`src/pis_pkg.sv`:
```
// Purpose: shared constants for the second interrupt status/enable register block
// Assumes: 32-bit classic Wishbone slave, word-aligned registers
// Notes: printed register offsets are word indices; byte address is index times four
package pis_pkg;
    localparam int REG_W = 16;
    localparam int WB_DW = 32;
    localparam int WB_AW = 8;
    localparam int N_EVT = 8;
    localparam int IDX_W = 6;

    // register word indices
    localparam logic [7:0] IDX_INT_CTRL = 8'h11;
    localparam logic [7:0] IDX_INT_STATUS_TWO = 8'h13;

    // interrupt_status_two layout: flags in the high byte, enables in the low byte
    localparam int ST_FLAG_LSB = 8;
    localparam int ST_EN_LSB = 0;
    localparam logic [REG_W-1:0] STATUS_TWO_RESET = 16'h0000;

    // event positions within each byte
    localparam int EVT_JABBER = 0;
    localparam int EVT_POL_WAKE = 1;
    localparam int EVT_SLEEP = 2;
    localparam int EVT_MDIX = 3;
    localparam int EVT_LB_FIFO = 4;
    localparam int EVT_PAGE_RX = 5;
    localparam int EVT_AN_ERR = 6;
    localparam int EVT_EEE_ERR = 7;

    // interrupt control register bits
    localparam int CTRL_OUT_EN_BIT = 0;
    localparam int CTRL_MASTER_BIT = 1;
    localparam int CTRL_TEST_BIT = 2;
    localparam int CTRL_POL_BIT = 3;
    localparam int CTRL_W = 4;
    localparam logic [CTRL_W-1:0] CTRL_RESET = 4'h8;

    localparam logic [WB_DW-1:0] WB_ZERO = 32'h0000_0000;
endpackage : pis_pkg

```
`src/pis_flag_bank.sv`:
```
// Purpose: bank of latched-high event flags with clear-on-read
// Assumes: event inputs are levels synchronous to clock_i
// Notes: a set in the clearing cycle wins; only flags seen by the read are cleared
`timescale 1ns/1ps
`default_nettype none
module pis_flag_bank
    import pis_pkg::*;
#(
    parameter int N = N_EVT
)
(
    // clock and reset
    input wire logic clock_i,
    input wire logic rst_i,
    // events and clear
    input wire logic [N-1:0] event_i,
    input wire logic clear_i,
    input wire logic [N-1:0] clear_mask_i,
    // flags
    output logic [N-1:0] flag_o
);
    genvar g;
    generate
        for (g = 0; g < N; g++)
        begin : g_flag
            always_ff @(posedge clock_i)
            begin
                if (rst_i)
                    flag_o[g] <= 1'b0;
                else
                    flag_o[g] <= event_i[g] | (flag_o[g] & ~(clear_i & clear_mask_i[g]));
            end
        end
    endgenerate
endmodule : pis_flag_bank
`default_nettype wire

```
`src/pis_pin_drive.sv`:
```
// Purpose: drives the shared interrupt / power-down pin
// Assumes: pin input is synchronous to clock_i
// Notes: pin is released and read as power-down request when the output is off
`timescale 1ns/1ps
`default_nettype none
module pis_pin_drive
(
    // clock and reset
    input wire logic clock_i,
    input wire logic rst_i,
    // control
    input wire logic irq_i,
    input wire logic out_en_i,
    input wire logic idle_high_i,
    // pin
    input wire logic pin_i,
    output logic pin_o,
    output logic pin_oe_o,
    // power-down request
    output logic powerdown_o
);
    always_ff @(posedge clock_i)
    begin
        if (rst_i)
        begin
            pin_o <= 1'b0;
            pin_oe_o <= 1'b0;
        end
        else
        begin
            pin_oe_o <= out_en_i;
            pin_o <= out_en_i & (idle_high_i ? ~irq_i : irq_i);
        end
    end

    // low level on the released pin requests power-down
    always_ff @(posedge clock_i)
    begin
        if (rst_i)
            powerdown_o <= 1'b0;
        else
            powerdown_o <= ~out_en_i & ~pin_i;
    end
endmodule : pis_pin_drive
`default_nettype wire

```
`src/pis_top.sv`:
```
// Purpose: second interrupt status and enable register with interrupt pin control
// Assumes: classic Wishbone slave, 20 MHz clock_i, event levels from detector logic
// Notes: one wait state; ack is high in the second cycle of a request
`timescale 1ns/1ps
`default_nettype none
module pis_top
    import pis_pkg::*;
#(
    parameter int N = N_EVT
)
(
    // clock and reset
    input wire logic clock_i,
    input wire logic rst_i,
    // wishbone slave
    input wire logic wb_cyc_i,
    input wire logic wb_stb_i,
    input wire logic wb_we_i,
    input wire logic [WB_AW-1:0] wb_adr_i,
    input wire logic [3:0] wb_sel_i,
    input wire logic [WB_DW-1:0] wb_dat_i,
    output logic [WB_DW-1:0] wb_dat_o,
    output logic wb_ack_o,
    // event conditions from the detectors
    input wire logic eee_err_i,
    input wire logic an_err_i,
    input wire logic page_rx_i,
    input wire logic lb_fifo_err_i,
    input wire logic mdix_change_i,
    input wire logic sleep_event_i,
    input wire logic pol_change_i,
    input wire logic wake_packet_i,
    input wire logic jabber_i,
    // irq_or_powerdown_pin
    input wire logic irq_or_powerdown_pin_i,
    output logic irq_or_powerdown_pin_o,
    output logic irq_or_powerdown_pin_oe_o,
    // status outputs
    output logic irq_o,
    output logic powerdown_o
);
    ////////////////////////////////////////////////////////////////////////////
    // address decode

    function automatic logic addr_hit(input logic [WB_AW-1:0] adr, input logic [7:0] idx);
        addr_hit = (adr[WB_AW-1:2] == idx[IDX_W-1:0]);
    endfunction : addr_hit

    logic req;
    logic hit_status;
    logic hit_ctrl;
    logic do_write;
    logic do_read_clear;

    assign req = wb_cyc_i & wb_stb_i;
    assign hit_status = addr_hit(wb_adr_i, IDX_INT_STATUS_TWO);
    assign hit_ctrl = addr_hit(wb_adr_i, IDX_INT_CTRL);
    // effects land at the edge where the master samples ack
    assign do_write = req & wb_ack_o & wb_we_i & wb_sel_i[0];
    assign do_read_clear = req & wb_ack_o & ~wb_we_i & hit_status;

    ////////////////////////////////////////////////////////////////////////////
    // event gathering

    logic [N-1:0] event_vec;
    logic [N-1:0] flag;
    logic [N-1:0] read_snap_r;

    always_comb
    begin
        event_vec = '0;
        event_vec[EVT_EEE_ERR] = eee_err_i;
        event_vec[EVT_AN_ERR] = an_err_i;
        event_vec[EVT_PAGE_RX] = page_rx_i;
        event_vec[EVT_LB_FIFO] = lb_fifo_err_i;
        event_vec[EVT_MDIX] = mdix_change_i;
        event_vec[EVT_SLEEP] = sleep_event_i;
        event_vec[EVT_POL_WAKE] = pol_change_i | wake_packet_i;
        event_vec[EVT_JABBER] = jabber_i;
    end

    pis_flag_bank #(
        .N(N)
    ) u_flags (
        .clock_i(clock_i),
        .rst_i(rst_i),
        .event_i(event_vec),
        .clear_i(do_read_clear),
        .clear_mask_i(read_snap_r),
        .flag_o(flag)
    );

    ////////////////////////////////////////////////////////////////////////////
    // enable register

    logic [N-1:0] enable_r;

    always_ff @(posedge clock_i)
    begin
        if (rst_i)
            enable_r <= STATUS_TWO_RESET[ST_EN_LSB +: N];
        else if (do_write & hit_status)
            enable_r <= wb_dat_i[ST_EN_LSB +: N];
    end

    ////////////////////////////////////////////////////////////////////////////
    // interrupt control register

    logic [CTRL_W-1:0] ctrl_r;

    always_ff @(posedge clock_i)
    begin
        if (rst_i)
            ctrl_r <= CTRL_RESET;
        else if (do_write & hit_ctrl)
            ctrl_r <= wb_dat_i[CTRL_W-1:0];
    end

    ////////////////////////////////////////////////////////////////////////////
    // read data and acknowledge

    logic [REG_W-1:0] status_view;
    logic [WB_DW-1:0] rdata;

    always_comb
    begin
        status_view = '0;
        status_view[ST_FLAG_LSB +: N] = flag;
        status_view[ST_EN_LSB +: N] = enable_r;
    end

    always_comb
    begin
        rdata = WB_ZERO;
        if (hit_status)
            rdata[REG_W-1:0] = status_view;
        else if (hit_ctrl)
            rdata[CTRL_W-1:0] = ctrl_r;
    end

    always_ff @(posedge clock_i)
    begin
        if (rst_i)
            wb_ack_o <= 1'b0;
        else
            wb_ack_o <= req & ~wb_ack_o;
    end

    always_ff @(posedge clock_i)
    begin
        if (rst_i)
            wb_dat_o <= WB_ZERO;
        else if (req & ~wb_ack_o & ~wb_we_i)
            wb_dat_o <= rdata;
        else if (~req)
            wb_dat_o <= WB_ZERO;
    end

    // flags shown to software; only these may be cleared by the read
    always_ff @(posedge clock_i)
    begin
        if (rst_i)
            read_snap_r <= '0;
        else if (req & ~wb_ack_o & ~wb_we_i & hit_status)
            read_snap_r <= flag;
    end

    ////////////////////////////////////////////////////////////////////////////
    // interrupt generation

    logic irq_req;

    assign irq_req = ctrl_r[CTRL_TEST_BIT]
        | (ctrl_r[CTRL_MASTER_BIT] & |(flag & enable_r));

    always_ff @(posedge clock_i)
    begin
        if (rst_i)
            irq_o <= 1'b0;
        else
            irq_o <= irq_req;
    end

    pis_pin_drive u_pin (
        .clock_i(clock_i),
        .rst_i(rst_i),
        .irq_i(irq_req),
        .out_en_i(ctrl_r[CTRL_OUT_EN_BIT]),
        .idle_high_i(ctrl_r[CTRL_POL_BIT]),
        .pin_i(irq_or_powerdown_pin_i),
        .pin_o(irq_or_powerdown_pin_o),
        .pin_oe_o(irq_or_powerdown_pin_oe_o),
        .powerdown_o(powerdown_o)
    );
endmodule : pis_top
`default_nettype wire

```
`config.mk`:
```
export PLATFORM = sky130hd
export DESIGN_NAME = pis_top
export DESIGN_NICKNAME = d
export VERILOG_FILES = /design/src/pis_pkg.sv /design/src/pis_flag_bank.sv /design/src/pis_pin_drive.sv /design/src/pis_top.sv
export SDC_FILE = /design/constraint.sdc
export NUM_CORES = 1
export LEC_CHECK = 0
export BUFFER_PORTS_ARGS = -buffer_cell sky130_fd_sc_hd__buf_4
export CAP_MARGIN = 5
export CORE_MARGIN = 8
export CORE_UTILIZATION = 45
export CTS_BUF_LIST = sky130_fd_sc_hd__clkbuf_4 sky130_fd_sc_hd__clkbuf_8 sky130_fd_sc_hd__clkbuf_16
export CTS_CLUSTER_SIZE = 16
export DETAILED_ROUTE_END_ITERATION = 6
export PLACE_DENSITY_LB_ADDON = 0.15
export SLEW_MARGIN = 20
export SYNTH_ARGS = -nofsm -noshare
export SYNTH_HDL_FRONTEND = slang
export SYNTH_HIERARCHICAL = 1
export SYNTH_SLANG_ARGS = --single-unit
```
`constraint.sdc`:
```
create_clock -name clock_i -period 3.8 [get_ports clock_i]
set_input_delay 0 -clock clock_i [delete_from_list [all_inputs] [get_ports clock_i]]
set_output_delay 0 -clock clock_i [all_outputs]
set_load 0.005 [all_outputs]
```
# ---- Word level (Yosys, flattened, before mapping)
# Index checks and enable logic that the tools add are counted.
# W data, S select, Z words.
dict set report classes {
  n_eq_ne 3
  muxes 6
  bitwise 54
  reduce_logical 1
}
# operator count
set ops {}
lappend ops {{$mux W16} 2}
lappend ops {{$and A1 B1 Y1} 30}
lappend ops {{$not A1 Y1} 13}
lappend ops {{$eq A6 B5 Y1 const B} 2}
lappend ops {{$mux W12} 1}
lappend ops {{$or A1 B1 Y1} 10}
lappend ops {{$and A8 B8 Y8} 1}
lappend ops {{$mux W4} 2}
lappend ops {{$reduce_or A8 Y1} 1}
lappend ops {{$ne A2 B1 Y1 const B} 1}
lappend ops {{$mux W1} 1}
dict set report totals {
  ff_bits 49
  out_inout_bits 37
}

# ---- Depth between registers and ports, before layout
# Gate-level depths: netlist of the first run.
dict set report logic_depth {
  word_depth 8
  mapped_depth 5
  depth_no_buf 5
}

# ---- Cells and area by module
# Netlist of the first run, hierarchy kept.
# mod instances cells_each area_per_inst_um2 seq_area_each_um2
set modules_own_cells {}
lappend modules_own_cells {pis_top 1 160 1630.3 760.7}
lappend modules_own_cells {pis_flag_bank 1 34 362.8 160.2}
lappend modules_own_cells {pis_pin_drive 1 7 93.8 60.1}

# ---- Worst setup path after synthesis of the first run
# Ideal clock, no wire load.
dict set report synth_path {
  kind {input-to-reg}
  start {input wb_adr_i[5]}
  end {register u_flags.flag_o[1]}
  setup_time_ns 0.130
  arrival_time_ns 1.304
  required_ns 3.670
  path_slack_ns 2.365
  path_stages 5
  cell_sequence {or3b_4 -> or2_4 -> nor4b_1 -> buf_6 -> a311oi_2}
}
dict set report synth_between {
  elab_chain_cells 6
}
# element line
set synth_rtl {}
lappend synth_rtl {{from (decl)} pis_top.sv:19} ;# input wire logic [WB_AW-1:0] wb_adr_i,
lappend synth_rtl {{$eq A6 B5 Y1} pis_top.sv:46} ;# addr_hit = (adr[WB_AW-1:2] == idx[IDX_W-1:0]);
lappend synth_rtl {{$and A1 B1 Y1} pis_top.sv:60} ;# assign do_read_clear = req & wb_ack_o & ~wb_we_i & hit_status;
lappend synth_rtl {{via do_read_clear} pis_top.sv:53} ;# logic do_read_clear;
lappend synth_rtl {{$and A1 B1 Y1} pis_flag_bank.sv:31} ;# flag_o[g] <= event_i[g] | (flag_o[g] & ~(clear_i & clear_mask_i[g]));
lappend synth_rtl {{$not A1 Y1} pis_flag_bank.sv:31}
lappend synth_rtl {{$and A1 B1 Y1} pis_flag_bank.sv:31}
lappend synth_rtl {{$or A1 B1 Y1} pis_flag_bank.sv:31}
lappend synth_rtl {{to (signal, indexed assignment)} pis_flag_bank.sv:31}
lappend synth_rtl {{to (decl)} pis_flag_bank.sv:20} ;# output logic [N-1:0] flag_o
# The timed path passes the listed nets, and every way through them passes these cells.
# A chain may end at the register's enable or synchronous reset.

# ---- Worst setup path after layout of the first run
dict set report layout_path {
  start {register wb_ack_o}
  end {register wb_dat_o[5]}
}
dict set report layout_between {
  elab_chain_cells 4
  elab_cells_between_ends 5
}
# element line
set layout_rtl {}
lappend layout_rtl {{from (decl)} pis_top.sv:23} ;# output logic wb_ack_o,
lappend layout_rtl {{from (signal assigned)} pis_top.sv:146} ;# wb_ack_o <= req & ~wb_ack_o;
lappend layout_rtl {{$not A1 Y1 *} pis_top.sv:153} ;# else if (req & ~wb_ack_o & ~wb_we_i)
lappend layout_rtl {{$and A1 B1 Y1 * (2 in series)} pis_top.sv:153}
lappend layout_rtl {{$ne A2 B1 Y1 (no source line) / $mux W16 (equally long branches)} n/a}
lappend layout_rtl {{to (signal assigned)} pis_top.sv:154} ;# wb_dat_o <= rdata;
lappend layout_rtl {{to (decl)} pis_top.sv:22} ;# output logic [WB_DW-1:0] wb_dat_o,
# Mark *: on every way between the ends. The rest lies on a longest branch, timed or not.

==> impl_results.md, run 1 <==
* Die H at 84.1 um
* Worst EP required at 4.04 ns
* Post-synth top flop: dfxtp_1
* Overflow after GRT at 0
* Comb pwr share at 0.079
* Pint at 786 uW
* Dpl hpwl at 3460 um
* CTS Buf Count at 5
* Layout area overhead at 29.0%
* Clock power share at 0.389
* DRT Pass-1 Iters at 4
* Register area share after synthesis at 0.470
* Antenna Nets Post-Route at 0
* Master cell of the clock root buffer: clkbuf_8
* Setup Skew at 0.00920 ns
* Final setup viols at 0
* Number of global-route vias before repair at 1,639
* Largest net degree at the start of global routing at 44
* LEAKAGE at 1.15 nW
* Status: finished clean
* Worst-Margin Slew at 0.875 ns
* YS warnings at 6
* CTS H-tree lvls at 2
* IO Port Bufs at 50
* Gpl congestion at 0.682
* Core area at 4410 sq um
* Rows at 24
* Crit path DAT at 2.21 ns
* GRT Total Usage at 0.130
* Final instance area at 2690 sq um
* Post-CTS Setup Bufs at 0
* Slowest cell on crit path: nor2_1
* EDFF count, synth at 0
* Hold Violations, Final at 0
* Num Clock Sinks at 49
* Post-synth top area cell: dfxtp_1
* CP max FO at 12
* CP peak stage delay at 0.68 ns
* Crit-path cells: nand4bb_1 -> or2_2 -> nor2_1 -> a22o_1
* Max Slew Vio Count at 0
* Asr flop ratio synth at 0
* Layout cell share with drive strength beyond 1 at 0.289
* CTS max path bufs at 2
* Max Cap Viol at 0
* Library cells used by synthesis at 31
* Initial antenna violation count at 0
* Slew Limit Headroom at 0.414
* Die Area at 7070 sq um
* Post-layout min period at 1.97 ns
* Mapped cell area at 2090 sq um
* First-pass GRT wire length at 7730 um
* Die width at 84.1 um
* WL final at 4640 um
* Crit path max-delay family: simple AND/OR/NAND/NOR gates
* Nets@finish at 324
* Post-DP Area at 2440 sq um
* TritonCTS clock tree: done
* FILL cells at 376
* P per Cell Area at 368 nW/um^2
* Tcrit/Tclk final at 0.518
* Yosys reg bits at 49
* Critical path type: flop to flop
* Vias at 1,588
* Post-Synthesis Cells at 201
* Skew-Pair Late Insertion Delay at 0.30 ns
* Syn avg cell area at 10.4 sq um
* Worst Hold Class: input pin to flop
* Resize count post-CTS at 0
* CP Launch Type: flop
* DR WL/cell at 14.6 um
* Worst-path clk slew at 0.09 ns
* F_max at 508 MHz
* Switch share at 0.207
* CP Capture Type: flop
* RSZ-0062 raised after global routing: no
* Top-Level Pins at 96
* CTS Hold Bufs at 13
* Setup_tns at 0 ns
* Synth top area share at 0.470
* Initial DRC count at 78
* N_diodes at 0
* Starting Density at 0.473
* Via/cell ratio at 4.99
* Sequential Power Share at 0.533
* Psw at 205 uW
* Top cells by area, synth: dfxtp_1, mux2i_1, a311oi_2, buf_4, nand2b_1
* Max IR drop VDD at 0.000246 V
* DRC viols at 0
* Buf/Inv on CP at 0
## Yosys cell counts, types with 2 or more instances
library cell / instances
a22o_1: 12
a22oi_1: 8
a311oi_2: 8
buf_4: 16
buf_6: 2
clkbuf_1: 4
dfxtp_1: 49
inv_1: 8
mux2i_1: 20
nand2_1: 7
nand2b_1: 19
nor2_1: 22
nor3_1: 3
nor3_4: 2
o21ai_0: 4
or2_2: 2
## metrics by stage
| stage | total power [mW] | setup slack, ns | std cells | hold slack (ns) | utilization |
|---|---|---|---|---|---|
| 2_1_floorplan | 0.584 | 2.37 | 216 | 0.0667 | - |
| 3_3_place_gp | 0.606 | 1.84 | 297 | 0.167 | 0.553 |
| 3_5_place_dp | 0.606 | 1.82 | 297 | 0.168 | 0.553 |
| 4_1_cts | 0.999 | 1.81 | 318 | 0.00216 | 0.610 |
| 5_1_grt | 1.03 | 1.69 | 318 | 0.00559 | 0.610 |
| 6_report | 0.991 | 1.83 | 318 | 0.00828 | 0.610 |
## path summary, 6_finish.rpt
check	startpoint	end	slack, ns	depth (start not counted)
setup reg to reg	wb_ack_o	wb_dat_o[5]	1.83	4
hold reg to reg	wb_dat_o[3]	wb_dat_o[3]	0.47	2
hold / removal	wb_dat_i[0]	ctrl_r[0]	0.008	3
setup / recovery	wb_ack_o	wb_dat_o[5]	1.83	4
## cell families (layout without fill, tap and decap cells)
group / Yosys count / in the layout / share of synthesized area
flip-flops: 49 / 49 / 0.470
buffers and inverters: 31 / 81 / 0.0923
AND/OR/NAND/NOR: 66 / 66 / 0.186
AO/OA/AOI/OAI: 33 / 33 / 0.150
XOR/XNOR: 1 / 1 / 0.00420
other: 1 / 16 / 0.00180
multiplexers: 20 / 20 / 0.0959
## registers in the layout, summed over array words and instances, names as in the netlist
register and flops:
u_pin/pin_o 1, wb_dat_o 16, read_snap_r 8, wb_ack_o 1, u_pin/pin_oe_o 1, u_flags/flag_o 8, irq_o 1, u_pin/powerdown_o 1
enable_r 8, ctrl_r 4
## placed cells by master (no fill, tap or decap), types with 2 or more instances in the layout
cell           Yosys  layout
buf_4             16      52
mux2i_1           20      20
nor3_1             3       3
nand2_1            7       7
nor2_1            22      22
or2_2              2       2
a22o_1            12      12
inv_1              8       8
clkbuf_8           0       6
o21ai_0            4       4
a311oi_2           8       8
nand2b_1          19      19
a22oi_1            8       8
conb_1             1      16
nor4b_2            1       2
nor3_4             2       2
dlygate4sd3_1      0      13
dfxtp_1           49      49
## area by class of cell
class | instances | area (sq um) | share of cell area
well taps | 52 | 65.1 | 0.0242
inverters | 8 | 30.0 | 0.0112
repair buffers | 65 | 520 | 0.193
flip-flops and latches | 49 | 981 | 0.364
clock buffers | 7 | 90.1 | 0.0335
clock inverters | 1 | 30.0 | 0.0112
multi-input cells | 136 | 976 | 0.362
## power groups by stage
stage               Combinational (mW)  Clock, mW  Sequential (mW)
floorplan                       0.0463          0            0.538
global placement                0.0658          0            0.540
detailed placement              0.0664          0            0.540
CTS                             0.0771      0.394            0.528
global route                    0.0847      0.413            0.529
finish                          0.0779      0.385            0.528
## per-layer routing
layer / routed length, um / track usage
met1: 2260 / 0.164
met2: 2000 / 0.195
met3: 331 / 0.0508
met4: 57 / 0.0424
met5: 0 / 0
## worst reg2reg max path, stage by stage, from the launching register on
cell and delay [ns]:
dfxtp_1 0.36, nand4bb_1 0.27, or2_2 0.36, nor2_1 0.68, a22o_1 0.24
(Power assumes the default switching activity.)
==> inputs of run 2 (changes only) <==
Settings changed: ABC_AREA from default to 1, CORE_UTILIZATION 45 to 42.
Clock period 3.8 ns to 1.75 ns, I/O delays scaled along.
==> impl_results.md, run 2 <==
* Vias at 1,919
* CTS Buf Count at 5
* Core area at 4750 sq um
* Asr flop ratio synth at 0
* Post-synthesis mux area share at 0
* Compound-Gate Fraction of Synth Area at 0.0839
* Tcrit/Tclk final at 0.760
* Final Instance Count excl. Fillers at 429
* Layout cell share with drive strength beyond 1 at 0.188
* Crit path max-delay family: simple AND/OR/NAND/NOR gates
* Antenna Nets Post-Route at 0
* EDFF count, synth at 0
* Setup_tns at 0 ns
* Max Slew Vio Count at 0
* RSZ-0062 raised after global routing: no
* First-pass GRT wire length at 8190 um
* Num Clock Sinks at 49
* Critical path type: flop to flop
* Mapped cell area at 2090 sq um
* Placed cells at 407
* Initial antenna violation count at 0
* N_diodes at 0
* Register area share after synthesis at 0.470
* Synth top cells by count: nand2_1, dfxtp_1, nor2_1
* Simple-gate share of the synthesized area at 0.305
* Crit-path cells: nand4_1 -> nor2_1 -> nand2_1 -> nand2_1 -> nor2_1
* Largest family of logic cells by synthesized area: simple AND/OR/NAND/NOR gates
* Initial DRC count at 85
* Post-Synthesis Cells at 296
* DRC viols at 0
* Commonest non-fill, non-tap cell in the layout: nand2_1
* Final WS setup at 0.420 ns
* Max Cap Viol at 0
* Post-layout min period at 1.33 ns
* Largest reg by FF count: wb_dat_o
* Library cells used by synthesis at 19
* DR WL/cell at 11.5 um
* Worst setup startpoint: wb_ack_o
* Slowest cell on crit path: dfxtp_1
* Layout area overhead at 29.2%
* YS warnings at 6
* Max IR drop VDD at 0.000420 V
* Master cell of the clock root buffer: clkbuf_8
* CTS max path bufs at 2
* Hold Violations, Final at 0
* Setup Skew at 0.00597 ns
* Gpl congestion at 0.767
* GRT Total Usage at 0.134
* P per Cell Area at 739 nW/um^2
* Syn avg cell area at 7.05 sq um
* F_max at 752 MHz
* Nets@finish at 420
* Synth top area share at 0.470
* Post-place setup slack at 0.417 ns
* Adder-cell share of the synthesized area at 0
* Worst-path clk slew at 0.09 ns
* Number of global-route vias before repair at 1,838
* Largest register FFs at 16
* Top-Level Pins at 96
* Commonest non-fill, non-tap cells in the layout: nand2_1, buf_4, dfxtp_1
* Final Util at 0.568
* Die width at 86.5 um
* TritonCTS clock tree: done
* Skew-Pair Late Insertion Delay at 0.30 ns
* CP max FO at 7
* Post-synthesis xor/xnor area fraction at 0
* Final setup viols at 0
* CP Capture Type: flop
* DRT Pass-1 Iters at 4
* Buf/Inv on CP at 0
* Status: finished clean
* CTS H-tree lvls at 2
* Yosys reg bits at 49
* Via/cell ratio at 4.47
* IO Port Bufs at 50
* Post-CTS Setup Bufs at 0
* Resize count post-CTS at 0
* LEAKAGE at 1.21 nW
* Crit path DAT at 1.53 ns
* Top cells by area, synth: dfxtp_1, nand2_1, nor2_1, a21oi_1, buf_4
* Starting Density at 0.439
* Overflow after GRT at 0
* Die Area at 7480 sq um
* CP Launch Type: flop
* Worst Hold Class: input pin to flop
* Rows at 25
* Reg2reg start: wb_ack_o
* WL final at 4910 um
* Die H at 86.5 um
* Final instance area at 2700 sq um
* Most common cell in the synthesized netlist: nand2_1
* Hold_sp: wb_dat_i[5]
* Worst EP required at 1.95 ns
* CP peak stage delay at 0.46 ns
* Dpl hpwl at 3540 um
* Post-DP Area at 2460 sq um
* Post-synth top flop: dfxtp_1
* Post-synth top area cell: dfxtp_1
* Largest net degree at the start of global routing at 39
[run 2: cell types whose count changed in the layout (fill, tap and decap cells not counted), sizes merged, moves of 12 or more]
| cell | previous run | this run |
|---|---|---|
| inv | 8 | 30 |
| nand2b | 19 | 0 |
| a21oi | 0 | 33 |
| nand2 | 7 | 77 |
| a22o | 12 | 0 |
| nor2 | 22 | 47 |
| mux2i | 20 | 0 |
| nand3 | 1 | 25 |
[run 2: repair_timing]
action,CTS,global route
endpoints found under the hold margin,13,0
hold buffers,14,0
setup endpoints to repair,0,0
[run 2: area by class of cell]
class                      instances  area (sq um)
inverter                          30           113
fill                             493          2060
clock buffer                       6          82.6
tap                               67          83.8
clock inverter                     2          13.8
sequential                        49           981
multi-input combinational        206           872
timing repair buffer              69           553
[run 2: kinds of logic after synthesis]
family	Yosys count
compound gates	35
buf+inv	56
flops	49
other cells	1
simple gates	155
[run 2: final timing paths]
path | to | slack, ns | depth (start not counted)
hold / removal | enable_r[5] | 0.008 | 5
setup / recovery | ctrl_r[1] | 0.42 | 5
hold reg to reg | read_snap_r[4] | 0.47 | 2
setup reg to reg | ctrl_r[1] | 0.42 | 5
[run 2: routing by layer]
layer / vias up / wire (um) / track usage
met5: - / 0 / 0
met2: 55 / 2220 / 0.223
met4: 0 / 53 / 0.0376
li1: 1014 / - / -
met1: 844 / 2270 / 0.158
met3: 6 / 366 / 0.0463
[run 2: stage by stage]
step	hold WS [ns]	power [mW]
after global routing	0.0209	2.09
after floorplan	0.0711	1.26
final	0.00810	2.00
after CTS	0.00166	2.02
after detailed placement	0.174	1.31
after global placement	0.168	1.31
[run 2: report_power, final]
part           switching [mW]  leakage (nW)  internal, mW
sequential             0.0124         0.398          1.13
clock                   0.367        0.0512         0.321
combinational          0.0809         0.763        0.0848
[run 2: worst min-delay path: stages]
cell and delay, ns:
buf_4 0.07, inv_1 0.03, nand2_1 0.05, nand2_1 0.04, nor2_1 0.08
